## src/logic/pps_consts.svh

```systemverilog
/*
 Constants of the per-priority pause signalling block: counts, widths, reset values.
 Assumes it is included by its bare name from the package and the design file.
*/
`ifndef PPS_CONSTS_SVH
`define PPS_CONSTS_SVH

`define PPS_NUM_PRIO        8
`define PPS_QUANTA_W        16
`define PPS_QUANTUM_BITS    512
`define PPS_DATA_W          64
`define PPS_CYC_PER_QUANTUM (`PPS_QUANTUM_BITS / `PPS_DATA_W)
`define PPS_QUANTA_RST      16'h0000
`define PPS_PFC_EN_DEFAULT  1'b1

`endif

```

## src/logic/pps_pkg.sv

```systemverilog
/*
 Types of the per-priority pause signalling block.
 Assumes pps_consts.svh is on the include path.
*/
`include "pps_consts.svh"

package pps_pkg;

    typedef logic [`PPS_QUANTA_W-1:0] pps_quanta_t;

    // Received priority pause frame as decoded by the receive path.
    typedef struct packed {
        logic                      valid;
        logic [`PPS_NUM_PRIO-1:0]  enable_vec;
        pps_quanta_t [`PPS_NUM_PRIO-1:0] quanta;
    } pps_rx_frame_t;

    // Transmit configuration: quanta to send and refresh levels per priority.
    typedef struct packed {
        pps_quanta_t [`PPS_NUM_PRIO-1:0] refresh;
        pps_quanta_t [`PPS_NUM_PRIO-1:0] quanta;
    } pps_tx_cfg_t;

    // Request to the transmitter to insert one priority pause frame.
    typedef struct packed {
        logic                      valid;
        logic [`PPS_NUM_PRIO-1:0]  enable_vec;
        pps_quanta_t [`PPS_NUM_PRIO-1:0] quanta;
    } pps_tx_frame_t;

    typedef enum logic [1:0] {
        PPS_TX_IDLE,
        PPS_TX_WAIT,
        PPS_TX_SEND
    } pps_tx_state_t;

endpackage : pps_pkg

```

## src/logic/pps_priority_pause.sv

```systemverilog
/*
 Per-priority pause signalling: receive pause requests to eight FIFOs with quanta expiry
 gated by acknowledge, and transmit pause frame requests with automatic refresh.
 Assumes one clock, synchronous active-low reset, and a transmitter that signals
 the points where a pause frame may be inserted and when it has been sent.
*/
`timescale 1ns/10ps
`include "pps_consts.svh"

module pps_priority_pause
    import pps_pkg::*;
#(
    parameter bit          PFC_ENABLE       = `PPS_PFC_EN_DEFAULT,
    parameter int unsigned NUM_PRIO         = `PPS_NUM_PRIO,
    parameter int unsigned CYC_PER_QUANTUM  = `PPS_CYC_PER_QUANTUM
) (
    input  wire logic                  clk,
    input  wire logic                  nrst,
    input  wire pps_rx_frame_t         rx_pause_frame,
    output logic [NUM_PRIO-1:0]        rx_prio_pause_req,
    input  wire logic [NUM_PRIO-1:0]   rx_prio_pause_ack,
    input  wire logic [NUM_PRIO-1:0]   tx_prio_pause_req,
    input  wire pps_tx_cfg_t           tx_cfg,
    input  wire logic                  tx_slot_free,
    input  wire logic                  tx_frame_done,
    output pps_tx_frame_t              tx_pause_frame
);

    // ==========================================================
    // Quantum tick
    // ==========================================================
    // One pause quantum is 512 bit times, a fixed number of datapath cycles.
    localparam int unsigned TW = (CYC_PER_QUANTUM > 1) ? $clog2(CYC_PER_QUANTUM) : 1;

    logic [TW-1:0] tick_cnt_r;
    logic [TW-1:0] tick_cnt_nxt;
    wire           tick = (tick_cnt_r == TW'(CYC_PER_QUANTUM - 1));

    assign tick_cnt_nxt = tick ? '0 : tick_cnt_r + 1'b1;

    // The tick runs free, so every priority expires on one shared quantum grid.
    // Receive expiry and the transmit refresh counters both step on it.
    always_ff @(posedge clk) begin
        if (!nrst) begin
            tick_cnt_r <= '0;
        end else begin
            tick_cnt_r <= tick_cnt_nxt;
        end
    end

    // ==========================================================
    // Receive side: per-priority captured quanta
    // ==========================================================
    logic [NUM_PRIO-1:0] rx_req_int;

    genvar p;
    generate
        for (p = 0; p < NUM_PRIO; p = p + 1) begin : g_rx
            pps_quanta_t rx_q_r;
            pps_quanta_t rx_q_nxt;
            wire         capture = rx_pause_frame.valid && rx_pause_frame.enable_vec[p];
            wire         expire  = rx_prio_pause_ack[p] && tick && (rx_q_r != '0);

            // A new frame reloads the count and wins over expiry in the same cycle.
            // Without acknowledge the count holds, however long the FIFO takes to answer.
            assign rx_q_nxt = capture ? rx_pause_frame.quanta[p] :
                              expire  ? rx_q_r - 1'b1 : rx_q_r;
            assign rx_req_int[p] = (rx_q_r != '0);

            always_ff @(posedge clk) begin
                if (!nrst) begin
                    rx_q_r <= `PPS_QUANTA_RST;
                end else begin
                    rx_q_r <= rx_q_nxt;
                end
            end
        end
    endgenerate

    // ==========================================================
    // Transmit side: refresh counters per priority
    // ==========================================================
    // Each counter models the quanta still running at the far end since the last frame.
    logic [NUM_PRIO-1:0] refresh_due;
    logic [NUM_PRIO-1:0] req_prev_r;
    logic [NUM_PRIO-1:0] pend_r;
    logic [NUM_PRIO-1:0] pend_nxt;
    logic [NUM_PRIO-1:0] sent_vec_r;
    wire                 frame_sent;
    wire                 launch;
    wire [NUM_PRIO-1:0][`PPS_QUANTA_W-1:0] quanta_sel;

    generate
        for (p = 0; p < NUM_PRIO; p = p + 1) begin : g_tx
            pps_quanta_t tx_q_r;
            pps_quanta_t tx_q_nxt;
            wire         rise       = tx_prio_pause_req[p] && !req_prev_r[p];
            wire         sent_here  = frame_sent && sent_vec_r[p];
            wire         count_down = tick && (tx_q_r != '0);

            // The refresh level is read live so a config change acts at once.
            assign refresh_due[p] = tx_prio_pause_req[p] && (tx_q_r == tx_cfg.refresh[p])
                                    && !pend_r[p] && !sent_vec_r[p];

            // Pending clears when the frame is launched, not when it ends, so a request
            // that rises while a frame is on the wire is kept for the next frame.
            // A new request wins over the clear in the same cycle.
            assign pend_nxt[p]    = (rise || refresh_due[p]) ? 1'b1 :
                                    launch ? 1'b0 : pend_r[p];

            // A sent frame restarts the count that mirrors the far end's pause timer.
            assign tx_q_nxt       = sent_here  ? tx_cfg.quanta[p] :
                                    count_down ? tx_q_r - 1'b1 : tx_q_r;

            // Frame quanta: the configured value while requested, zero (XON) once released.
            assign quanta_sel[p]  = tx_prio_pause_req[p] ? tx_cfg.quanta[p] : '0;

            always_ff @(posedge clk) begin
                if (!nrst) begin
                    tx_q_r <= `PPS_QUANTA_RST;
                end else begin
                    tx_q_r <= tx_q_nxt;
                end
            end
        end
    endgenerate

    // The previous request level gives the rising edge that starts a new pause.
    always_ff @(posedge clk) begin
        if (!nrst) begin
            req_prev_r <= '0;
            pend_r     <= '0;
        end else begin
            req_prev_r <= tx_prio_pause_req;
            pend_r     <= pend_nxt;
        end
    end

    // ==========================================================
    // Transmit frame request sequencer
    // ==========================================================
    pps_tx_state_t state_r;
    pps_tx_state_t state_nxt;
    pps_tx_frame_t frame_r;
    pps_tx_frame_t frame_nxt;
    logic [NUM_PRIO-1:0] sent_vec_nxt;

    wire any_pend  = |pend_r;
    assign launch     = (state_r == PPS_TX_WAIT) && tx_slot_free;
    assign frame_sent = (state_r == PPS_TX_SEND) && tx_frame_done;

    // The sequencer waits for a free slot, holds the request until the frame is
    // reported sent, then idles one cycle before it looks at pending work again.
    always_comb begin
        state_nxt = state_r;
        case (state_r)
            PPS_TX_IDLE: begin
                if (any_pend) begin
                    state_nxt = PPS_TX_WAIT;
                end
            end
            PPS_TX_WAIT: begin
                if (tx_slot_free) begin
                    state_nxt = PPS_TX_SEND;
                end
            end
            PPS_TX_SEND: begin
                if (tx_frame_done) begin
                    state_nxt = PPS_TX_IDLE;
                end
            end
            default:     state_nxt = PPS_TX_IDLE;
        endcase
    end

    // A frame carries every pending priority; released ones carry zero quanta (XON).
    always_comb begin
        frame_nxt    = frame_r;
        sent_vec_nxt = sent_vec_r;
        if (launch) begin
            frame_nxt.valid      = 1'b1;
            frame_nxt.enable_vec = pend_r;
            for (int i = 0; i < NUM_PRIO; i++) begin
                frame_nxt.quanta[i] = quanta_sel[i];
            end
            sent_vec_nxt = pend_r;
        end else if (frame_sent) begin
            frame_nxt.valid = 1'b0;
            sent_vec_nxt    = '0;
        end
    end

    always_ff @(posedge clk) begin
        if (!nrst) begin
            state_r    <= PPS_TX_IDLE;
            frame_r    <= '0;
            sent_vec_r <= '0;
        end else begin
            state_r    <= state_nxt;
            frame_r    <= frame_nxt;
            sent_vec_r <= sent_vec_nxt;
        end
    end

    // ==========================================================
    // Outputs
    // ==========================================================
    // Builds without priority flow control hold every output inactive.
    // The ports stay in place, so the surrounding wiring is the same in both builds.
    assign rx_prio_pause_req = PFC_ENABLE ? rx_req_int : '0;
    assign tx_pause_frame    = PFC_ENABLE ? frame_r : '0;

endmodule : pps_priority_pause

```

## config.mk

```make
export PLATFORM = sky130hd
export DESIGN_NAME = pps_priority_pause
export DESIGN_NICKNAME = d
export VERILOG_FILES = /design/src/logic/pps_pkg.sv /design/src/logic/pps_priority_pause.sv
export VERILOG_INCLUDE_DIRS = /design/src /design/src/logic
export SDC_FILE = /design/constraint.sdc
export NUM_CORES = 1
export LEC_CHECK = 0
export ABC_AREA = 1
export BUFFER_PORTS_ARGS = -buffer_cell sky130_fd_sc_hd__buf_2
export CAP_MARGIN = 20
export CORE_MARGIN = 1.5
export CORE_UTILIZATION = 30
export DETAILED_ROUTE_END_ITERATION = 10
export PLACE_DENSITY_LB_ADDON = 0.2
export REMOVE_ABC_BUFFERS = 1
export SLEW_MARGIN = 25
export SYNTH_ARGS = -nofsm -noshare
export SYNTH_HDL_FRONTEND = slang
export SYNTH_SLANG_ARGS = --single-unit
```

## constraint.sdc

```tcl
create_clock -name clk -period 5.25 [get_ports clk]
set_input_delay 0.2625 -clock clk [delete_from_list [all_inputs] [get_ports clk]]
set_output_delay 0.2625 -clock clk [all_outputs]
set_load 0.02 [all_outputs]
```

# ---- Word-level counts from Yosys, hierarchy flattened
# Cells that the tools add are included.
dict set report totals {
  regBits 422
  latch_bits 0
  ramBits 0
  rom_bits 0
  inputBits 413
  out_inout_bits 145
  n_memories 0
}
dict set report classes {
  addsub 17
  mul 0
  n_div 0
  magnitude_cmp 0
  n_eq_ne 14
  shifts 0
  muxes 57
  bitwise_logic 1
  reduce_logical 151
}
# operator count
set ops {}
lappend ops {{two-way mux 16 bit} 40}
lappend ops {{nonzero test 16 bit} 16}
lappend ops {{subtractor 16 x 1 -> 16 bit (second input constant)} 16}
lappend ops {{equality test 16 bit} 8}
lappend ops {{logical AND 1 bit} 74}
lappend ops {{nonzero test 2 bit} 25}
lappend ops {{logical NOT 1 bit} 24}
lappend ops {{two-way mux 8 bit} 2}
lappend ops {{two-way mux 1 bit} 11}
lappend ops {{logical OR 1 bit} 8}
lappend ops {{OR reduction 8 bit} 1}
lappend ops {{two-way mux 2 bit} 3}
lappend ops {{inequality test 2 bit (second input constant)} 3}
lappend ops {{case mux 2 bit (3 select lines)} 1}
lappend ops {{adder 3 x 1 -> 3 bit (second input constant)} 1}
lappend ops {{equality test 3 bit (second input constant)} 1}
lappend ops {{AND reduction 3 bit} 1}
lappend ops {{equality test 2 x 1 -> 1 bit (second input constant)} 1}
lappend ops {{equality test 2 bit (second input constant)} 1}
lappend ops {{logical NOT 2 bit} 1}
lappend ops {{OR reduction 2 bit} 1}
lappend ops {{inverter 1 bit} 1}

# ---- Logic depth before layout (Yosys ltp)
# Gate-level depths: netlist of the first run.
dict set report depth {
  ltp_word 6
  depth_mapped 12
}

# ---- Least setup slack after synthesis of the first run
# OpenSTA, ideal clock, no wires.
dict set report synth_path {
  path_type {register to register}
  start {reg tick_cnt_r[0]}
  end {reg g_rx[3].rx_q_r[12]}
  arrival_ns 1.627
  slack_ns 3.507
  path_stages_with_launch 12
  n_path_buf 2
  period_less_slack_ns 1.743
  cell_sequence {dfxtp_1 -> ha_1 -> ha_1 -> buf_2 -> buf_6 -> nand2_1 -> inv_1 -> nand2_1 -> nand2_2 -> clkinv_1 -> o21ai_0 -> nor2_1}
}
dict set report synth_between {
  elab_chain_cells 4
}
# item line_no
set synth_rtl {}
lappend synth_rtl {{start: declaration} pps_priority_pause.sv:35} ;# logic [TW-1:0] tick_cnt_r;
lappend synth_rtl {{start signal: assignment} pps_priority_pause.sv:47} ;# tick_cnt_r <= tick_cnt_nxt;
lappend synth_rtl {{equality test 3 bit} pps_priority_pause.sv:37} ;# wire tick = (tick_cnt_r == TW'(CYC_PER_QUANTUM - 1));
lappend synth_rtl {{logical AND 1 bit (2 in series)} pps_priority_pause.sv:62} ;# wire expire = rx_prio_pause_ack[p] && tick && (rx_q_r != '0);
lappend synth_rtl {{nonzero test 2 bit (no line)} n/a}
lappend synth_rtl {{end signal: assignment} pps_priority_pause.sv:72} ;# rx_q_r <= `PPS_QUANTA_RST;
lappend synth_rtl {{end signal: assignment} pps_priority_pause.sv:74} ;# rx_q_r <= rx_q_nxt;
lappend synth_rtl {{end: declaration} pps_priority_pause.sv:59} ;# pps_quanta_t rx_q_r;
# No other way between the ends.
# A chain may end at the register's enable or synchronous reset.

# ---- Final worst setup path of the first run
dict set report layout_path {
  start {reg tick_cnt_r[0]}
  end {reg g_rx[5].rx_q_r[12]}
}
dict set report layout_between {
  elab_chain_cells 4
}
# item line_no
set layout_rtl {}
lappend layout_rtl {{equality test 3 bit} pps_priority_pause.sv:37}
lappend layout_rtl {{logical AND 1 bit (2 in series)} pps_priority_pause.sv:62}
lappend layout_rtl {{nonzero test 2 bit (no line)} n/a}
lappend layout_rtl {{end signal: assignment} pps_priority_pause.sv:72}
lappend layout_rtl {{end signal: assignment} pps_priority_pause.sv:74}
lappend layout_rtl {{end: declaration} pps_priority_pause.sv:59}
# No other way between the ends.

==> results of run 1 <==
## worst paths after layout
path	slack, ns	endpoint
worst max-delay path	2.35	g_rx[5].rx_q_r[12]
worst min register to register	0.43	tick_cnt_r[0]
worst min-delay path	0.05	g_rx[1].rx_q_r[4]
worst max register to register	2.35	g_rx[5].rx_q_r[12]
## worst register-to-register path: stages (launching register included)
cell and delay, ns:
dfxtp_1 0.33, ha_1 0.16, ha_2 0.70, nand2_1 0.13, inv_1 0.10, nand2_1 0.09, nand2_1 0.50, clkinv_1 0.46
o21ai_0 0.26, nor2_1 0.06
## power groups by stage
| stage | Sequential, mW | Combinational (mW) | Clock [mW] |
|---|---|---|---|
| 2_1_floorplan | 3.70 | 0.970 | 0 |
| 3_3_place_gp | 3.61 | 1.70 | 0 |
| 3_5_place_dp | 3.61 | 1.71 | 0 |
| 4_1_cts | 3.54 | 1.84 | 3.96 |
| 5_1_grt | 3.57 | 2.04 | 4.07 |
| 6_report | 3.55 | 1.83 | 3.82 |
## sequential cells by signal, summed over array words and instances, names as in the netlist
signal	cells
tx_pause_frame	137
g_rx.rx_q_r	128
g_tx.tx_q_r	128
pend_r	8
req_prev_r	8
sent_vec_r	8
tick_cnt_r	3
state_r	2
## layout by cell type (no fill, tap or decap), drive strengths merged
cell type       n
xor2           67
a2bb2oi       128
o21a            1
buf           565
dlygate4sd3   214
nand2        1231
or3             2
o21ai         238
and3            4
nand3         325
clkbuf         83
nand4          41
inv           463
a31o            1
xnor2          54
clkinvlp        1
o31ai           9
clkinv         22
ha             34
nand3b         15
or2            32
nor4            4
a31oi           5
nor2          775
nor3           26
a21oi         190
mux2i           5
bufinv          3
diode          12
dfxtp         422
o21bai         11
## through the flow
step / setup slack [ns] / power (mW) / hold slack [ns] / cell area (um^2)
floorplan: 1.56 / 4.67 / 0.360 / 25400
global placement: 2.36 / 5.31 / 0.406 / 29700
detailed placement: 2.31 / 5.31 / 0.416 / 29700
CTS: 2.29 / 9.34 / 0.00183 / 33700
global route: 1.99 / 9.68 / 0.0341 / 33700
finish: 2.35 / 9.20 / 0.0520 / 33700
## layout make-up
type / instances / area (um^2) / area share, %
inverter: 473 / 1790 / 5.31
clock inverter: 16 / 180 / 0.535
sequential: 422 / 8450 / 25.1
clock buffer: 83 / 1630 / 4.84
multi-input combinational: 3198 / 15200 / 45.1
antenna: 12 / 30.0 / 0.0891
tap: 1144 / 1430 / 4.25
timing repair buffer: 779 / 5000 / 14.8
## routing by layer
| layer | wire length, um | vias to the layer above | GRT usage, % |
|---|---|---|---|
| li1 | - | 14900 | - |
| met1 | 44500 | 12900 | 28.0 |
| met2 | 45400 | 786 | 35.7 |
| met3 | 6160 | 160 | 3.77 |
| met4 | 2670 | 20 | 6.62 |
| met5 | 116 | - | 0 |
## what timing repair did
| item | CTS | global route |
|---|---|---|
| hold endpoints to repair | 277 | 0 |
| hold buffers | 214 | 0 |
| buffers inserted | 0 | 0 |
## kinds of logic after synthesis
family                     after synthesis  synth area share [%]
and+or+nand+nor                       2455                  39.1
buffers and inverters                  605                  9.31
AOI/OAI and AO/OA                      583                  13.3
DFF                                    422                  32.4
xor gates and xnor gates               121                  4.07
adders and majority gates               34                  1.63
muxes                                    5                 0.192
==> flow_summary.yaml, run 1 <==
drt:
  ant_nets: 0
  route.detailed.drc: 0
  dr_total_vias: 28800
  vias_per_cell: 4.70
  first_pass_iters: 5
  drtIter0Drc: 1626
  postRouteWirelength_mm: 98.8
  wl_per_cell_um: 16.1
yosys:
  syn-cell-area_mm2: 0.0261
  ys_warn_count: 0
  netlist.area_leader.share_pct: 32.4
  synth_most_common_cell: "nand2_1"
  synth_area_per_cell_um2: 6.17
  postSynthCellCount: 4225
  synth_edf_count: 0
  ys_seq_area_share_pct: 32.4
  async_flop_share_pct: 0
  synth_top_cells_by_count: "nand2_1, nor2_1, inv_1"
  yosys-top-cells-area: "dfxtp_1, nand2_1, nor2_1, inv_1, nand3_1"
  ys.flop_type: "dfxtp_1"
  synth.largest_area_cell: "dfxtp_1"
  synth_cell_types: 41
  ys_ff_latch: 422
finish:
  stdcell_count: 6127
  area_growth_pct: 29.3
  drive_gt1_share_pct: 15.0
  nFillCells: 9276
  layout.nets: 5375
  finish.utilization_pct: 39.4
clock_tree:
  cts_sinks: 422
  clock_latency_ns: 0.61
  cts_buffers: 54
  cts_resized: 0
  htree_levels: 2
  clk_pin_slew_ns: 0.06
  cts_tree: "built"
  cts_root_buffer: "clkbuf_16"
  clockBufferDepth: 3
timing:
  finalCriticalPeriod_ns: 2.90
  relSlewSlack_pct: 27.5
  worst_slew_pin_slew_ns: 1.08
  slew_viol_final: 0
  finalHoldViolCount: 0
  timing.final.crit_share_pct: 55.3
  clock.fmax_ghz: 0.344
  final.setup.tns_ns: 0
  setup_viol: 0
  rsz0062_at_grt: "no"
  skew_ns: 0.0291
run_status:
  status: "finished clean"
worst_setup_path:
  r2r_start: "tick_cnt_r[0]"
  critPathMaxFanout: 20
  cp_num_buf_inv: 2
  worst-path-stages: 9
  cp.required_ns: 5.75
  cp-end-kind: "register"
  path_delay_family: "adder cells"
  critPathKind: "reg -> reg"
  reg2reg_depth: 9
  cp-start-kind: "register"
  crit_start: "tick_cnt_r[0]"
  cp.arrival_ns: 3.41
  crit_slowest_cell: "ha_2"
  path_common_cell: "nand2_1"
  cp_cell_sequence: "ha_1 > ha_2 > nand2_1 > inv_1 > nand2_1 > nand2_1 > clkinv_1 > o21ai_0 > nor2_1"
  critPathMaxStageDelay_ns: 0.70
pwr:
  p_comb_share_pct: 19.9
  leakage_nw: 16.8
  p_per_area_mw_per_mm2: 273
  power.internal_mw: 6.41
  power_frac_seq_pct: 38.6
  swShare_pct: 30.3
  vdd_drop_max_v: 0.000258
  netSwitchingPower_mw: 2.78
  p_clk_share_pct: 41.5
global_route:
  grt_usage_pct: 21.4
  grt_pass1_wl_mm: 152
  overflow: 0
  first_global_vias: 27600
  antenna_found_initial: 32
  grt_start_max_net_pins: 97
place:
  gp_congestion: 0.920
  dp_hpwl_mm: 72.8
  dp_cells: 5802
  io_buffers: 557
floorplanning:
  die_area_mm2: 0.0886
  coreArea_mm2: 0.0855
  num_rows: 107
  dieHeight_um: 298
  die_w_um: 298
  io-pin-count: 558
  start_util_pct: 30.5
job:
  max-cap-violations: 0
worst_hold_path:
  hp-class: "in -> reg"
  min_from: "rx_pause_frame[20]"
  worstHoldPathCells: 5
(Power assumes the default switching activity.)
==> run 2, diff against run 1 <==
ABC_AREA = 0   (was 1)
clock period = 2.98 ns   (was 5.25 ns; I/O delays follow)
==> run 2 against run 1 <==
Compared with the run above:
- sequential power rose by 70%
- first-iteration DRC count fell by 22%
- fmax rose by 7.0%
- largest cell class unchanged
- cell count fell by 25%
- via count fell by 18%
- utilization rose by 4.0 points
- sequential cell count did not move
- global-route usage fell by 0.48 points
- clock power rose by 63%
- non-clock buffer count rose by 215
- worst setup slack got worse by 2.1 ns
- sequential share of layout area rose by 2.0 points
==> flow_summary.yaml, run 2 <==
clock_tree:
  cts_sinks: 422
  clk_pin_slew_ns: 0.05
  cts_root_buffer: "clkbuf_16"
  clock_latency_ns: 0.60
  cts_buffers: 51
  clockBufferDepth: 3
  cts_tree: "built"
  htree_levels: 2
finish:
  largest_reg_flops: 137
  nFillCells: 7287
  final_cell_mix: "buf_2, dfxtp_1, dlygate4sd3_1"
  area_growth_pct: 42.4
  stdcell_count: 4591
  layout.nets: 4041
  final_common_cell: "buf_2"
  final_area_mm2: 0.0312
  drive_gt1_share_pct: 20.3
pwr:
  vdd_drop_max_v: 0.000381
  p_clk_share_pct: 43.5
  leakage_nw: 11.5
  power_frac_seq_pct: 41.9
  netSwitchingPower_mw: 3.85
  swShare_pct: 26.8
  p_comb_share_pct: 14.6
  p_per_area_mw_per_mm2: 460
  power.internal_mw: 10.5
timing:
  finalHoldViolCount: 0
  clock.fmax_ghz: 0.368
  worst_slew_pin_slew_ns: 0.957
  timing.final.crit_share_pct: 91.1
  skew_ns: 0.0193
  finalCriticalPeriod_ns: 2.72
  setup_viol: 0
  slew_viol_final: 0
  rsz0062_at_grt: "no"
  relSlewSlack_pct: 36.1
place:
  gp_congestion: 0.876
  dp_cells: 4115
  dp_hpwl_mm: 58.3
  placed_cell_area_mm2: 0.0257
  io_buffers: 557
worst_setup_path:
  cp-end-kind: "register"
  crit_start: "g_rx[5].rx_q_r[2]"
  cp.arrival_ns: 3.19
  crit_slowest_cell: "or4_1"
  critPathMaxStageDelay_ns: 0.61
  critPathKind: "reg -> reg"
  cp.required_ns: 3.45
  cp-start-kind: "register"
  r2r_start: "g_rx[5].rx_q_r[2]"
  critPathMaxFanout: 5
  cp_cell_sequence: "or4_1 > nor4b_2 > nor4b_1 > o21bai_1 > a211oi_1 > dlygate4sd3_1"
yosys:
  synth_area_per_cell_um2: 8.00
  synth_cell_types: 66
  synth_edf_count: 0
  synthMuxAreaShare_pct: 0.234
  synth-xor-area-share_pct: 12.0
  syn-cell-area_mm2: 0.0219
  synth_top_family_by_area: "simple AND/OR/NAND/NOR gates"
  synth.largest_area_cell: "dfxtp_1"
  synth-simple-area-share_pct: 24.0
  synth_top_cells_by_count: "dfxtp_1, a21oi_1, xnor2_1"
  netlist.area_leader.share_pct: 38.6
  ys.flop_type: "dfxtp_1"
  synth_most_common_cell: "dfxtp_1"
  ys_warn_count: 0
  ys_seq_area_share_pct: 38.6
  ys_ff_latch: 422
  synthAdderAreaFrac_pct: 1.94
  async_flop_share_pct: 0
  yosys-top-cells-area: "dfxtp_1, xnor2_1, a21oi_1, o21ai_0, nand3_1"
  synth_compound_area_share_pct: 19.2
  postSynthCellCount: 2737
global_route:
  grt_start_max_net_pins: 84
  grt_usage_pct: 20.9
  grt_pass1_wl_mm: 126
  first_global_vias: 23100
  antenna_found_initial: 14
  overflow: 0
drt:
  wl_met3_mm: 3.86
  dr_total_vias: 23500
  route.detailed.drc: 0
  ant_nets: 0
  drtIter0Drc: 1268
  vias_per_cell: 5.11
  first_pass_iters: 5
  postRouteWirelength_mm: 81.8
  drt-met1-wl_mm: 35.3
  top_layer_used: "met5"
  wl_per_cell_um: 17.8
  dr_wl_met2_mm: 39.6
worst_hold_path:
  hp-class: "in -> reg"
  min_from: "rx_prio_pause_ack[7]"
floorplanning:
  dieHeight_um: 273
  num_rows: 98
  die_w_um: 273
  die_area_mm2: 0.0746
  io-pin-count: 558
  coreArea_mm2: 0.0719
  start_util_pct: 30.5
job:
  max-cap-violations: 0
run_status:
  status: "finished clean"
==> run 2: changes by cell type after synthesis, moves of 111 or more <==
| cell | previous run | this run |
|---|---|---|
| xnor2_1 | 54 | 261 |
| nor2_1 | 758 | 106 |
| a2bb2oi_1 | 128 | 0 |
| inv_1 | 446 | 41 |
| nand3_1 | 319 | 199 |
| nand2_1 | 1209 | 258 |
| clkbuf_1 | 66 | 177 |
| a21oi_1 | 190 | 353 |
==> run 2: routing by layer <==
metal / vias to the layer above / GRT usage (%)
met2: 594 / 36.0
met4: 6 / 8.81
met1: 11100 / 25.7
met3: 157 / 3.54
li1: 11600 / -
met5: - / 0
==> run 2: cell families after synthesis <==
kind of cell    after synthesis
buf+inv                     231
mux                           5
simple gates                991
compound gates              755
xor+xnor                    299
fa+ha+maj                    34
flops                       422
==> run 2: per-stage QoR <==
stage                     setup slack (ns)  power, mW  TNS, ns  hold WS (ns)  utilization, %
after floorplan                      -2.97       7.01  -334.46         0.267               -
after global placement               0.499       7.89        0         0.415            35.8
after detailed placement             0.429       7.89        0         0.415            35.8
after CTS                           0.0223       14.5        0       0.00549            43.3
after global routing                0.0390       15.0        0        0.0456            43.4
final                                0.264       14.4        0        0.0403            43.4
==> run 2: path summary, 6_finish.rpt <==
kind,end,slack [ns],cells past startpoint
worst max-delay path,g_rx[5].rx_q_r[13],0.26,6
worst min-delay path,g_rx[7].rx_q_r[1],0.04,4
worst max register to register,g_rx[5].rx_q_r[13],0.26,6
worst min register to register,tick_cnt_r[0],0.43,1
==> run 2: power by group through the flow <==
stage	Clock, mW	Sequential (mW)	Combinational [mW]
final	6.24	6.02	2.10
after global routing	6.64	6.04	2.30
after floorplan	0	6.17	0.844
after detailed placement	0	6.13	1.75
after CTS	6.43	6.01	2.10
after global placement	0	6.13	1.75
==> run 2: cell type report <==
class / instances / area [um^2] / area share, %
Multi-Input combinational cell: 2084 / 12600 / 40.4
Sequential cell: 422 / 8450 / 27.1
Timing Repair Buffer: 994 / 7090 / 22.8
Clock buffer: 76 / 1520 / 4.89
Tap cell: 950 / 1190 / 3.81
Inverter: 41 / 161 / 0.518
Clock inverter: 13 / 130 / 0.417
Antenna cell: 11 / 27.5 / 0.0883
==> run 2: worst max-delay path: cells and delay by family (launching register included) <==
kind                   cells  cell delay (ns)
AO/OA/AOI/OAI              2             0.26
flip-flops                 1             0.35
buffers and inverters      1             0.56
AND/OR/NAND/NOR            3             1.43
==> run 2: timing repair <==
action / 4_1_cts / 5_1_grt
gates resized for setup: 0 / 3
endpoints found under the setup margin: 0 / 3
hold endpoints to repair: 400 / 0
setup buffers: 0 / 4
hold buffers: 372 / 0
==> run 3, diff against run 2 <==
CELL_PAD_IN_SITES_DETAIL_PLACEMENT = 0   (was not set)
CELL_PAD_IN_SITES_GLOBAL_PLACEMENT = 1   (was not set)
==> run 3 against run 2 <==
Compared with the run above:
- fmax fell by 2.1%
- cell count is essentially flat
- sequential power barely moved
- utilization increased by 0.15 points
- first-iteration DRC count shrank 6.6%
- critical path depth rose by 4
- worst setup slack got worse by 0.057 ns
- clock power grew 6.7%
- largest power group unchanged
- clock skew is 0.0017 ns lower
- non-clock buffer count down 4
- sequential cell count unchanged
- combinational power about the same
==> flow_summary.yaml, run 3 (same netlist as run 2, synthesis figures left out) <==
job:
  max-cap-violations: 0
floorplanning:
  io-pin-count: 558
  die_area_mm2: 0.0746
  dieHeight_um: 273
  num_rows: 98
  coreArea_mm2: 0.0719
  start_util_pct: 30.5
  die_w_um: 273
drt:
  ant_nets: 0
  first_pass_iters: 5
  postRouteWirelength_mm: 84.2
  wl_per_cell_um: 18.3
  drtIter0Drc: 1184
  vias_per_cell: 5.14
  dr_total_vias: 23600
  route.detailed.drc: 0
worst_setup_path:
  critPathMaxFanout: 16
  cp-start-kind: "register"
  cp.required_ns: 3.53
  cp-end-kind: "register"
  critPathKind: "reg -> reg"
  cp.arrival_ns: 3.32
place:
  gp_congestion: 0.885
  io_buffers: 557
  place_ws_ns: 0.534
  placed_cell_area_mm2: 0.0256
  dp_cells: 4103
  dp_hpwl_mm: 59.7
timing:
  rsz0062_at_grt: "no"
  relSlewSlack_pct: 38.6
  clock.fmax_ghz: 0.361
  worst_slew_pin_slew_ns: 0.917
  skew_ns: 0.0176
  setup_viol: 0
  finalHoldViolCount: 0
  timing.final.crit_share_pct: 93.0
  final.setup.tns_ns: 0
  slew_viol_final: 0
  finalCriticalPeriod_ns: 2.77
  fin_ws_ns: 0.208
  holdWs_ns: 0.0487
pwr:
  swShare_pct: 27.0
  netSwitchingPower_mw: 3.99
  power.internal_mw: 10.8
  p_clk_share_pct: 45.1
  power_frac_seq_pct: 40.7
  leakage_nw: 11.4
  vdd_drop_max_v: 0.000502
  total_power_mw: 14.8
  p_per_area_mw_per_mm2: 472
  p_comb_share_pct: 14.2
global_route:
  first_global_vias: 23200
  overflow: 0
  grt_usage_pct: 21.5
  grt_pass1_wl_mm: 129
  grt_start_max_net_pins: 151
  antenna_found_initial: 20
clock_tree:
  cts_buffers: 53
  clock_latency_ns: 0.61
  clk_pin_slew_ns: 0.06
  cts_sinks: 422
  cts_root_buffer: "clkbuf_16"
  htree_levels: 2
  clockBufferDepth: 3
  cts_tree: "built"
run_status:
  status: "finished clean"
finish:
  layout.nets: 4039
  drive_gt1_share_pct: 20.1
  final_area_mm2: 0.0313
  final_common_cell: "buf_2"
  largest_reg_flops: 137
  nFillCells: 7348
  stdcell_count: 4594
  area_growth_pct: 42.9
  final_cell_mix: "buf_2, dfxtp_1, dlygate4sd3_1"
  finish.utilization_pct: 43.5
worst_hold_path:
  hp-class: "in -> reg"
-- run 3: cell count changes in the layout (fill, tap and decap cells not counted), moves of 2 or more --
cell / before / now
nor4_1: 66 / 68
clkinvlp_4: 0 / 6
nor4_2: 6 / 4
dlygate4sd3_1: 372 / 382
clkinv_2: 10 / 7
clkbuf_1: 12 / 10
clkbuf_8: 11 / 14
buf_4: 58 / 45
clkbuf_16: 53 / 55
-- run 3: final cells by class --
cell class | instances | area [um^2] | share of cell area, %
Timing Repair Buffer | 990 | 7080 | 22.6
Tap cell | 950 | 1190 | 3.80
Multi-Input combinational cell | 2084 | 12600 | 40.2
Sequential cell | 422 | 8450 | 27.0
Inverter | 41 | 161 | 0.516
Clock buffer | 79 | 1610 | 5.14
Clock inverter | 18 | 188 | 0.600
Antenna cell | 10 | 25.0 | 0.0800
-- run 3: worst paths after layout --
check        slack (ns)  cells past startpoint                  from                 end
max                0.21                     10         tick_cnt_r[0]  g_rx[5].rx_q_r[15]
min                0.05                      3  tx_prio_pause_req[0]  tx_pause_frame[11]
max reg2reg        0.21                     10         tick_cnt_r[0]  g_rx[5].rx_q_r[15]
min reg2reg        0.43                      1         tick_cnt_r[0]       tick_cnt_r[0]
-- run 3: worst max-delay path, cell delays in order (launching register included) --
cell and delay (ns):
dfxtp_1 0.33, ha_1 0.18, ha_4 0.31, buf_12 0.20
nor4bb_2 0.29, buf_4 0.19, nand3_1 0.08, nor3b_1 0.30
a311o_1 0.16, dlygate4sd3_1 0.54, and3_1 0.14
-- run 3: timing repair --
item                                    CTS  global route
endpoints found under the hold margin   401             0
buffers inserted                          0             2
endpoints found under the setup margin    0             2
hold buffers                            382             0
gates resized for setup                   0             2
-- run 3: power by group through the flow --
stage | combinational, mW | sequential [mW] | clock, mW
6_report | 2.09 | 6.01 | 6.66
3_5_place_dp | 1.75 | 6.13 | 0
5_1_grt | 2.29 | 6.04 | 7.07
2_1_floorplan | 0.844 | 6.17 | 0
3_3_place_gp | 1.73 | 6.12 | 0
4_1_cts | 2.10 | 6.01 | 6.86
-- run 3: per-layer routing --
layer | wire (um) | up-vias | track usage, % | part of all wire, %
li1 | - | 11600 | - | -
met1 | 37000 | 11100 | 27.6 | 44
met2 | 39200 | 644 | 35.6 | 47
met3 | 4470 | 185 | 3.72 | 5.3
met4 | 3460 | 16 | 9.09 | 4.1
met5 | 106 | - | 0 | 0.13
